--- config.mk ---
export PLATFORM = sky130hd
export DESIGN_NAME = fpec_ctrl
export DESIGN_NICKNAME = d
export VERILOG_FILES = /design/src/hdl/fpec_pkg.sv /design/src/hdl/fpec_ctrl.sv /design/src/hdl/fpec_sync2.sv /design/src/hdl/fpec_unit_check.sv
export SDC_FILE = /design/constraint.sdc
export NUM_CORES = 1
export LEC_CHECK = 0
export BUFFER_PORTS_ARGS = -buffer_cell sky130_fd_sc_hd__buf_2
export CORE_ASPECT_RATIO = 1.2
export CORE_MARGIN = 2
export CORE_UTILIZATION = 50
export CTS_BUF_LIST = sky130_fd_sc_hd__clkbuf_8 sky130_fd_sc_hd__clkbuf_16
export CTS_CLUSTER_DIAMETER = 40
export DETAILED_ROUTE_END_ITERATION = 12
export PLACE_DENSITY = 0.75
export SETUP_SLACK_MARGIN = 0.3
export SLEW_MARGIN = 0
export SYNTH_ARGS = -nofsm -noshare
export SYNTH_HDL_FRONTEND = slang
export SYNTH_SLANG_ARGS = --single-unit
--- constraint.sdc ---
create_clock -name mclk_i -period 2.04 [get_ports mclk_i]
set_clock_uncertainty 0.1 [all_clocks]
set_input_delay 0.102 -clock mclk_i [delete_from_list [all_inputs] [get_ports mclk_i]]
set_output_delay 0.102 -clock mclk_i [all_outputs]
set_load 0.05 [all_outputs]
--- src/hdl/fpec_pkg.sv ---
// fpec_pkg: register map, bit positions and reset values of the flash
// program/erase control block.
// assumes a byte-wide register port with a 4-bit register index.
package fpec_pkg;

    // ************************************************************
    // register port geometry
    // ************************************************************
    localparam int ADDR_W = 4;
    localparam int DATA_W = 8;
    localparam int FADDR_W = 16;

    // ************************************************************
    // register offsets
    // ************************************************************
    localparam logic [3:0] OFS_CTRL = 4'h0;      // program_erase_control
    localparam logic [3:0] OFS_ERR_STAT = 4'h1;  // flash_error_status
    localparam logic [3:0] OFS_EBS = 4'h2;       // erase_block_select
    localparam logic [3:0] OFS_ACC_EN = 4'h3;    // flash_reg_access_enable
    localparam logic [3:0] OFS_IRQ_STAT = 4'h4;
    localparam logic [3:0] OFS_IRQ_MASK = 4'h5;
    localparam logic [3:0] OFS_PADDR_LO = 4'h6;
    localparam logic [3:0] OFS_PADDR_HI = 4'h7;

    // ************************************************************
    // field positions
    // ************************************************************
    localparam int CTRL_RSVD = 7;
    localparam int CTRL_SWE = 6;
    localparam int CTRL_ESU = 5;
    localparam int CTRL_PSU = 4;
    localparam int CTRL_EV = 3;
    localparam int CTRL_PV = 2;
    localparam int CTRL_E = 1;
    localparam int CTRL_P = 0;
    localparam int ERR_FLAG_BIT = 7;
    localparam int ACC_EN_BIT = 7;
    localparam int IRQ_ERR = 0;      // error flag went to one
    localparam int IRQ_DENY = 1;     // access while locked out
    localparam int IRQ_ALIGN = 2;    // program entry refused, bad unit
    localparam int IRQ_W = 3;
    localparam int EBS_W = 6;

    // ************************************************************
    // reset values and array geometry
    // ************************************************************
    localparam logic [6:0] CTRL_RST = 7'h00;
    localparam logic [5:0] EBS_RST = 6'h00;
    localparam logic [2:0] IRQ_RST = 3'h0;
    localparam logic [15:0] PADDR_RST = 16'h0000;
    localparam int UNIT_LSB_W = 6;                 // 64-byte program unit
    localparam logic [15:0] BLK4K_0 = 16'h1000;    // first 4-kbyte block
    localparam logic [15:0] BLK4K_1 = 16'h2000;    // second 4-kbyte block
    localparam logic [15:0] FLASH_END = 16'h3000;  // first address past array

endpackage

--- src/hdl/fpec_ctrl.sv ---
// fpec_ctrl: program/erase sequencing register set for the on-chip flash.
// assumes a same-clock register port and a flash array that reports a
// failed program or erase on array_fail_i, asynchronous to mclk_i.
//
// Operation
// - a program covers one 64-byte unit starting at low byte 00/40/80/c0
// - erase acts on one block: four of 1 kbyte, two of 4 kbytes
// - bit 7 of the control register always reads zero
// - software write enable at bit 6 enables program and erase
// - with write enable low, other control and block bits stay zero
// - erase setup bit 5 enters and leaves the erase setup state
// - program setup bit 4 enters and leaves the program setup state
// - erase-verify bit 3 enters and leaves erase-verify mode
// - program-verify bit 2 enters and leaves program-verify mode
// - erase bit 1 takes effect only with write enable and erase setup
// - program bit 0 takes effect only with write enable and program setup
// - block select bits 0-3 are 1-kbyte blocks, bits 4-5 the 4-kbyte ones
// - several block bits at once, or write enable low, clears block select
// - a failed program or erase sets a read-only error flag, bit 7
// - control, status and block registers need access enable bit 7
module fpec_ctrl
#(
    parameter int ADDR_W = fpec_pkg::ADDR_W,
    parameter int DATA_W = fpec_pkg::DATA_W
)
(
    input wire logic mclk_i,
    input wire logic rst_b_i,
    input wire logic ce_i,
    input wire logic [ADDR_W-1:0] addr_i,
    input wire logic [DATA_W-1:0] wdata_i,
    input wire logic wr_i,
    input wire logic rd_i,
    output logic [DATA_W-1:0] rdata_o,
    output logic irq_o,
    input wire logic array_fail_i,
    output logic erase_setup_o,
    output logic program_setup_o,
    output logic erase_mode_o,
    output logic program_mode_o,
    output logic erase_verify_o,
    output logic program_verify_o,
    output logic error_protect_o,
    output logic [5:0] erase_block_o,
    output logic [15:0] prog_addr_o
);

    // ************************************************************
    // declarations
    // ************************************************************
    logic [6:0] ctrl;
    logic [6:0] next_ctrl;
    logic [5:0] ebs;
    logic [5:0] next_ebs;
    logic acc_en;
    logic err_flag;
    logic [2:0] irq_stat;
    logic [2:0] irq_mask;
    logic [2:0] next_irq_stat;
    logic [2:0] irq_evt;
    logic [15:0] paddr;
    logic fail_sync;
    logic unit_ok;
    logic [5:0] unit_block;
    logic [DATA_W-1:0] rd_mux;
    logic hit_ctrl;
    logic hit_err;
    logic hit_ebs;
    logic hit_locked;
    logic wr_ctrl;
    logic wr_ebs;
    logic deny_evt;
    logic fail_evt;
    logic align_evt;
    logic w_swe;
    logic w_esu;
    logic w_psu;
    logic w_e;
    logic w_p;
    logic busy;

    // more than one bit set in a block selection
    function automatic logic multi_hot(input logic [5:0] v);
        multi_hot = (v & (v - 6'h01)) != 6'h00;
    endfunction

    // ************************************************************
    // submodules
    // ************************************************************
    // the array's fail line runs on its own timing, so it is synchronised
    fpec_sync2 u_fail_sync
    (
        .mclk_i(mclk_i),
        .rst_b_i(rst_b_i),
        .ce_i(ce_i),
        .async_i(array_fail_i),
        .sync_o(fail_sync)
    );

    fpec_unit_check u_unit
    (
        .mclk_i(mclk_i),
        .rst_b_i(rst_b_i),
        .ce_i(ce_i),
        .addr_i(paddr),
        .unit_ok_o(unit_ok),
        .block_o(unit_block)
    );

    // ************************************************************
    // address decode
    // ************************************************************
    assign hit_ctrl = (addr_i == fpec_pkg::OFS_CTRL);
    assign hit_err = (addr_i == fpec_pkg::OFS_ERR_STAT);
    assign hit_ebs = (addr_i == fpec_pkg::OFS_EBS);
    assign hit_locked = hit_ctrl || hit_err || hit_ebs;
    assign wr_ctrl = wr_i && hit_ctrl && acc_en;
    assign wr_ebs = wr_i && hit_ebs && acc_en;
    assign deny_evt = (wr_i || rd_i) && hit_locked && !acc_en;
    assign busy = ctrl[fpec_pkg::CTRL_E] || ctrl[fpec_pkg::CTRL_P];

    // ************************************************************
    // control register next value
    // ************************************************************
    // a write with the enable low drops every other bit
    assign w_swe = wdata_i[fpec_pkg::CTRL_SWE];
    assign w_esu = w_swe && !err_flag && wdata_i[fpec_pkg::CTRL_ESU];
    assign w_psu = w_swe && !err_flag && wdata_i[fpec_pkg::CTRL_PSU];
    // erase and program are gated by the setup bit already held, so
    // setup and mode bits written together do not skip the setup state
    assign w_e = w_esu && ctrl[fpec_pkg::CTRL_SWE]
                 && ctrl[fpec_pkg::CTRL_ESU]
                 && wdata_i[fpec_pkg::CTRL_E];
    assign w_p = w_psu && ctrl[fpec_pkg::CTRL_SWE]
                 && ctrl[fpec_pkg::CTRL_PSU] && unit_ok
                 && wdata_i[fpec_pkg::CTRL_P];
    assign align_evt = wr_ctrl && w_psu && ctrl[fpec_pkg::CTRL_PSU]
                       && wdata_i[fpec_pkg::CTRL_P] && !unit_ok;
    assign fail_evt = fail_sync && busy && !err_flag;

    always_comb
    begin
        next_ctrl = ctrl;
        if (wr_ctrl)
        begin
            next_ctrl[fpec_pkg::CTRL_SWE] = w_swe;
            next_ctrl[fpec_pkg::CTRL_ESU] = w_esu;
            next_ctrl[fpec_pkg::CTRL_PSU] = w_psu;
            next_ctrl[fpec_pkg::CTRL_EV] = w_swe
                                           && wdata_i[fpec_pkg::CTRL_EV];
            next_ctrl[fpec_pkg::CTRL_PV] = w_swe
                                           && wdata_i[fpec_pkg::CTRL_PV];
            next_ctrl[fpec_pkg::CTRL_E] = w_e;
            next_ctrl[fpec_pkg::CTRL_P] = w_p;
        end
        // error protection drops any running or pending operation
        if (fail_evt || err_flag)
        begin
            next_ctrl[fpec_pkg::CTRL_ESU] = 1'b0;
            next_ctrl[fpec_pkg::CTRL_PSU] = 1'b0;
            next_ctrl[fpec_pkg::CTRL_E] = 1'b0;
            next_ctrl[fpec_pkg::CTRL_P] = 1'b0;
        end
    end

    // ************************************************************
    // erase block select next value
    // ************************************************************
    always_comb
    begin
        next_ebs = ebs;
        if (wr_ebs)
        begin
            next_ebs = wdata_i[fpec_pkg::EBS_W-1:0];
        end
        if (wr_ebs && multi_hot(wdata_i[fpec_pkg::EBS_W-1:0]))
        begin
            next_ebs = fpec_pkg::EBS_RST;
        end
        // write enable low, now or after this write, holds it at zero
        if (!next_ctrl[fpec_pkg::CTRL_SWE])
        begin
            next_ebs = fpec_pkg::EBS_RST;
        end
    end

    // ************************************************************
    // interrupt status: write one clears, a new event wins
    // ************************************************************
    assign irq_evt = {align_evt, deny_evt, fail_evt};
    assign next_irq_stat = (wr_i && addr_i == fpec_pkg::OFS_IRQ_STAT)
                           ? ((irq_stat & ~wdata_i[fpec_pkg::IRQ_W-1:0]) | irq_evt)
                           : (irq_stat | irq_evt);

    // ************************************************************
    // read data mux; locked registers read zero
    // ************************************************************
    assign rd_mux =
        (hit_ctrl && acc_en) ? {1'b0, ctrl} :
        (hit_err && acc_en) ? {err_flag, 7'h00} :
        (hit_ebs && acc_en) ? {2'b00, ebs} :
        (addr_i == fpec_pkg::OFS_ACC_EN) ? {acc_en, 7'h00} :
        (addr_i == fpec_pkg::OFS_IRQ_STAT) ? {5'h00, irq_stat} :
        (addr_i == fpec_pkg::OFS_IRQ_MASK) ? {5'h00, irq_mask} :
        (addr_i == fpec_pkg::OFS_PADDR_LO) ? paddr[7:0] :
        (addr_i == fpec_pkg::OFS_PADDR_HI) ? paddr[15:8] :
        8'h00;

    // ************************************************************
    // control, block select and error flag
    // ************************************************************
    always_ff @(posedge mclk_i or negedge rst_b_i)
    begin
        if (!rst_b_i)
        begin
            ctrl <= fpec_pkg::CTRL_RST;
            ebs <= fpec_pkg::EBS_RST;
            err_flag <= 1'b0;
        end
        else if (ce_i)
        begin
            ctrl <= next_ctrl;
            ebs <= next_ebs;
            // read-only: only reset clears it
            err_flag <= err_flag || fail_evt;
        end
    end

    // ************************************************************
    // access enable, interrupt mask and program address
    // ************************************************************
    always_ff @(posedge mclk_i or negedge rst_b_i)
    begin
        if (!rst_b_i)
        begin
            acc_en <= 1'b0;
            irq_mask <= fpec_pkg::IRQ_RST;
            irq_stat <= fpec_pkg::IRQ_RST;
            paddr <= fpec_pkg::PADDR_RST;
        end
        else if (ce_i)
        begin
            irq_stat <= next_irq_stat;
            if (wr_i && addr_i == fpec_pkg::OFS_ACC_EN)
            begin
                acc_en <= wdata_i[fpec_pkg::ACC_EN_BIT];
            end
            if (wr_i && addr_i == fpec_pkg::OFS_IRQ_MASK)
            begin
                irq_mask <= wdata_i[fpec_pkg::IRQ_W-1:0];
            end
            // the target may not move under a running program pulse
            if (wr_i && addr_i == fpec_pkg::OFS_PADDR_LO && !ctrl[fpec_pkg::CTRL_P])
            begin
                paddr[7:0] <= wdata_i;
            end
            if (wr_i && addr_i == fpec_pkg::OFS_PADDR_HI && !ctrl[fpec_pkg::CTRL_P])
            begin
                paddr[15:8] <= wdata_i;
            end
        end
    end

    // ************************************************************
    // outputs: read data, interrupt and mode levels to the array
    // ************************************************************
    always_ff @(posedge mclk_i or negedge rst_b_i)
    begin
        if (!rst_b_i)
        begin
            rdata_o <= 8'h00;
            irq_o <= 1'b0;
            erase_setup_o <= 1'b0;
            program_setup_o <= 1'b0;
            erase_mode_o <= 1'b0;
            program_mode_o <= 1'b0;
            erase_verify_o <= 1'b0;
            program_verify_o <= 1'b0;
            error_protect_o <= 1'b0;
            erase_block_o <= 6'h00;
            prog_addr_o <= 16'h0000;
        end
        else if (ce_i)
        begin
            // held only in the cycle after the strobe
            rdata_o <= rd_i ? rd_mux : 8'h00;
            irq_o <= |(next_irq_stat & irq_mask);
            // one level per mode, following the register each cycle
            erase_setup_o <= next_ctrl[fpec_pkg::CTRL_ESU];
            program_setup_o <= next_ctrl[fpec_pkg::CTRL_PSU];
            erase_mode_o <= next_ctrl[fpec_pkg::CTRL_E];
            program_mode_o <= next_ctrl[fpec_pkg::CTRL_P];
            erase_verify_o <= next_ctrl[fpec_pkg::CTRL_EV];
            program_verify_o <= next_ctrl[fpec_pkg::CTRL_PV];
            error_protect_o <= err_flag || fail_evt;
            // one block at most, so one erase never clears the array
            erase_block_o <= next_ebs;
            prog_addr_o <= {paddr[15:6], 6'h00};
        end
    end

    // the unit's own block is not read anywhere; it is only reduced into unused_blk
    logic unused_blk;
    assign unused_blk = ^unit_block;

endmodule // fpec_ctrl

--- src/hdl/fpec_sync2.sv ---
// fpec_sync2: two-flop synchroniser for a level from the flash array.
// assumes the source level is held for several mclk_i periods.
module fpec_sync2
(
    input wire logic mclk_i,
    input wire logic rst_b_i,
    input wire logic ce_i,
    input wire logic async_i,
    output logic sync_o
);

    logic meta;

    // ************************************************************
    // two stages; only the second stage is read outside
    // ************************************************************
    always_ff @(posedge mclk_i or negedge rst_b_i)
    begin
        if (!rst_b_i)
        begin
            meta <= 1'b0;
            sync_o <= 1'b0;
        end
        else if (ce_i)
        begin
            meta <= async_i;
            sync_o <= meta;
        end
    end

endmodule // fpec_sync2

--- src/hdl/fpec_unit_check.sv ---
// fpec_unit_check: checks the programming start address and names the
// erase block that it lies in.
// assumes addresses are byte addresses from the array base.
module fpec_unit_check
(
    input wire logic mclk_i,
    input wire logic rst_b_i,
    input wire logic ce_i,
    input wire logic [15:0] addr_i,
    output logic unit_ok_o,
    output logic [5:0] block_o
);

    logic aligned;
    logic in_range;
    logic [5:0] blk;

    // ************************************************************
    // decode; the low six bits zero gives 00, 40, 80 or c0 in the low byte
    // ************************************************************
    assign aligned = (addr_i[fpec_pkg::UNIT_LSB_W-1:0] == 6'h00);
    assign in_range = (addr_i < fpec_pkg::FLASH_END);
    assign blk = !in_range ? 6'h00 :
                 (addr_i >= fpec_pkg::BLK4K_1) ? 6'h20 :
                 (addr_i >= fpec_pkg::BLK4K_0) ? 6'h10 :
                 6'(6'h01 << addr_i[11:10]);

    // registered so the result reaches the control logic glitch free
    always_ff @(posedge mclk_i or negedge rst_b_i)
    begin
        if (!rst_b_i)
        begin
            unit_ok_o <= 1'b0;
            block_o <= 6'h00;
        end
        else if (ce_i)
        begin
            unit_ok_o <= aligned && in_range;
            block_o <= blk;
        end
    end

endmodule // fpec_unit_check

==> reports/results.tsv <==
stage	metric	value	unit
outcome	status	completed	
power	finalPower	3400	uW
cts	htree_levels	3	
global_route	grt_pass1_vias	2238	
route	viasPerCell	5.63	
sta	fin_hold_ws	17.1	ps
logic_synthesis	synth.largest_area_cell	dfrtp_1	
hold_path	min_path_type	primary input to flop	
logic_synthesis	syn_inst	247	
setup_path	cp.arrival	1900	ps
sta	clock.fmax	0.562	GHz
cts	clk_latency	340	ps
placement	hpwlAfterDp	4980	um
cells_and_area	finalInstanceArea	3610	um2
route	post_drt_wl_per_cell	18.0	um
logic_synthesis	synth_top_family_by_area	multiplexers	
route	initialDrtViolationCount	144	
logic_synthesis	synth-main-ff-cell	dfrtp_1	
floorplan	rows	30	
power	power_density	942	nW/um2
logic_synthesis	synth-simple-area-share	11.8	%
route	wirelength	7160	um
global_route	antenna_found_initial	0	
floorplan	core-area	5670	um2
sta	setup_slack	262	ps
setup_path	cpPeakStageDelay	530	ps
cells_and_area	fill_cells	464	
sta	hold_viol	0	
cells_and_area	syn_to_final_growth	23.6	%
cells_and_area	finish.net_count	331	
logic_synthesis	synthMuxAreaShare	18.7	%
global_route	grt_max_degree	35	
global_route	grt_util_all_layers	24.2	%
logic_synthesis	synth_edf_count	0	
placement	place.gp.congestion	0.932	
sta	layout_min_cycle_time	1780	ps
setup_path	critPathLaunchType	flop	
logic_synthesis	async_flop_share	100	%
route	drt-met1-wl	3020	um
cells_and_area	final_cell_mix	57 x dfrtp_1, 49 x buf_2, 33 x mux2_2, 15 x inv_1	
logic_synthesis	synth-seq-cells	59	
setup_path	path_buf_inv	0	
route	wl_met3	373	um
setup_path	cp_cell_sequence	or4b_4, o311ai_4, mux2_4	
route	dr_wl_met2	3600	um
sta	slew_viol_final	0	
global_route	grt_overflow	0	
sta	setup_tns	0	ps
placement	pre_cts_ws	166	ps
flow_run	maxCapViolCount	0	
logic_synthesis	avgSynthCellArea	11.8	um2
logic_synthesis	ys_warn_count	0	
cts	clock-root-buffer	clkbuf_8	
power	power_leakage	0.00169	uW
setup_path	required	2160	ps
route	ant_nets	0	
route	maxUsedRoutingLayer	met4	
cells_and_area	drive_gt1_share	40.1	%
floorplan	die_h	87.8	um
cts	cts_tree	done	
placement	placed_area	3260	um2
cts	cts_buffers	9	
logic_synthesis	synth_top_cells_by_area	dfrtp_1 51%, mux2_2 13%, mux2i_1 2.7%	
setup_path	cp_max_fo	6	
setup_path	slowest_stage	or4b_4	
sta	setup_violations	0	
sta	worst_pin_slew	607	ps
logic_synthesis	synth-compound-area-share	12.6	%
power	irDropWorstVdd	0.000551	V
logic_synthesis	ys_seq_area_share	50.5	%
floorplan	design.die.area	6480	um2
cts	clk_path_buf_depth	2	
logic_synthesis	synth_cell_types	54	
logic_synthesis	yosys.area.top_type_share	50.5	%
route	drc	0	
global_route	grt_pass1_wl	11500	um
floorplan	start_util	51.6	%
sta	timing.final.crit_share	87.2	%
floorplan	die_w	73.8	um
logic_synthesis	synthXorXnorAreaFrac	0	%
cts	path_clk_slew	70	ps
logic_synthesis	netlist_area	2920	um2
setup_path	crit_path_end_kind	flop	
cells_and_area	n_antenna_cell	0	
logic_synthesis	synth_fa_ha_area_share	0.342	%
sta	slew_headroom	59.2	%
floorplan	io-pin-count	56	
cells_and_area	mostFrequentLayoutCell	dfrtp_1	
sta	rsz0062_at_grt	yes	
cts	cts_sinks	59	
placement	portBuffers	49	
route	vias	2235	
setup_path	cpLargestDelayFamily	simple AND/OR/NAND/NOR gates	
route	firstDrtPassIters	4	
setup_path	crit_type	flop to flop	
## layer usage
| layer | vias to the layer above | GRT usage [%] |
|---|---|---|
| met5 | - | 0 |
| met4 | 0 | 13.9 |
| met3 | 13 | 4.37 |
| met2 | 73 | 39.5 |
| met1 | 1110 | 30.0 |
| li1 | 1039 | - |
## area by class of cell
type                    count  area, um2  area share [%]
repair buffers             70        438            12.1
multi-input cells         158       1320            36.6
inverters                  15       56.3            1.56
clock buffers              10        138            3.81
well taps                  80        100            2.77
clock inverters             5       77.6            2.15
flip-flops and latches     59       1480            40.9
## stage by stage
step	cells	util, %
6_report	397	63.7
4_1_cts	397	63.4
2_1_floorplan	252	-
3_5_place_dp	370	57.5
5_1_grt	397	63.7
3_3_place_gp	370	57.5
## registers in the layout (all words and copies together), names as in the netlist, 3 cells and up
name / count
rdata_o: 8
paddr: 16
ctrl: 7
ebs: 6
irq_mask: 3
irq_stat: 3
prog_addr_o: 10
## what timing repair did
item,CTS,global route
buffers inserted,3,0
hold buffers,9,0
endpoints found under the hold margin,35,0
pin swaps,2,3
setup endpoints to repair,14,17
gates resized for setup,1,4
## cell families after synthesis
logic type / after synthesis
and+or+nand+nor: 56
muxes: 46
adders and majority gates: 1
other: 1
DFF: 59
buffers and inverters: 35
AOI/OAI and AO/OA: 49
## cell usage after synthesis (2+ instances only)
cell type and instances:
a21bo_2 2, a21oi_1 3, a22o_1 5, a31oi_1 2, buf_1 5, buf_2 4, buf_4 6, buf_6 2
clkbuf_1 3, dfrtp_1 59, inv_1 15, mux2_2 33, mux2i_1 8, mux4_2 3, nand2_1 11, nand2b_1 3
nand3_1 5, nand4_1 4, nor2_1 8, nor2b_1 4, nor4_1 5, o211ai_1 2, o21ai_0 9, o22a_1 2
o22ai_1 10, o2bb2ai_1 2, o31ai_1 2, or3_1 2, or4_1 3
## power breakdown
| group | switching (uW) | total, uW | internal, uW | leakage [uW] |
|---|---|---|---|---|
| clock | 460 | 1170 | 709 | 0.000108 |
| sequential | 116 | 1450 | 1330 | 0.000758 |
| combinational | 503 | 784 | 281 | 0.000820 |
## worst register-to-register path, stage by stage, from the launching register on
cell	delay, ps
dfrtp_1	350
or4b_4	530
o311ai_4	360
mux2_4	330
## final timing paths
check,startpoint,end,slack [ps],depth (start not counted)
hold / removal,wdata_i[5],ctrl[1],20,3
max in group asynchronous,rst_b_i,ctrl[2],1060,3
hold reg to reg,prog_addr_o[10],prog_addr_o[10],400,1
setup reg to reg,acc_en,ebs[0],260,3
min in group asynchronous,rst_b_i,prog_addr_o[15],200,2
setup / recovery,acc_en,ebs[0],260,3
Note: power is estimated with default switching activity, not from simulation.
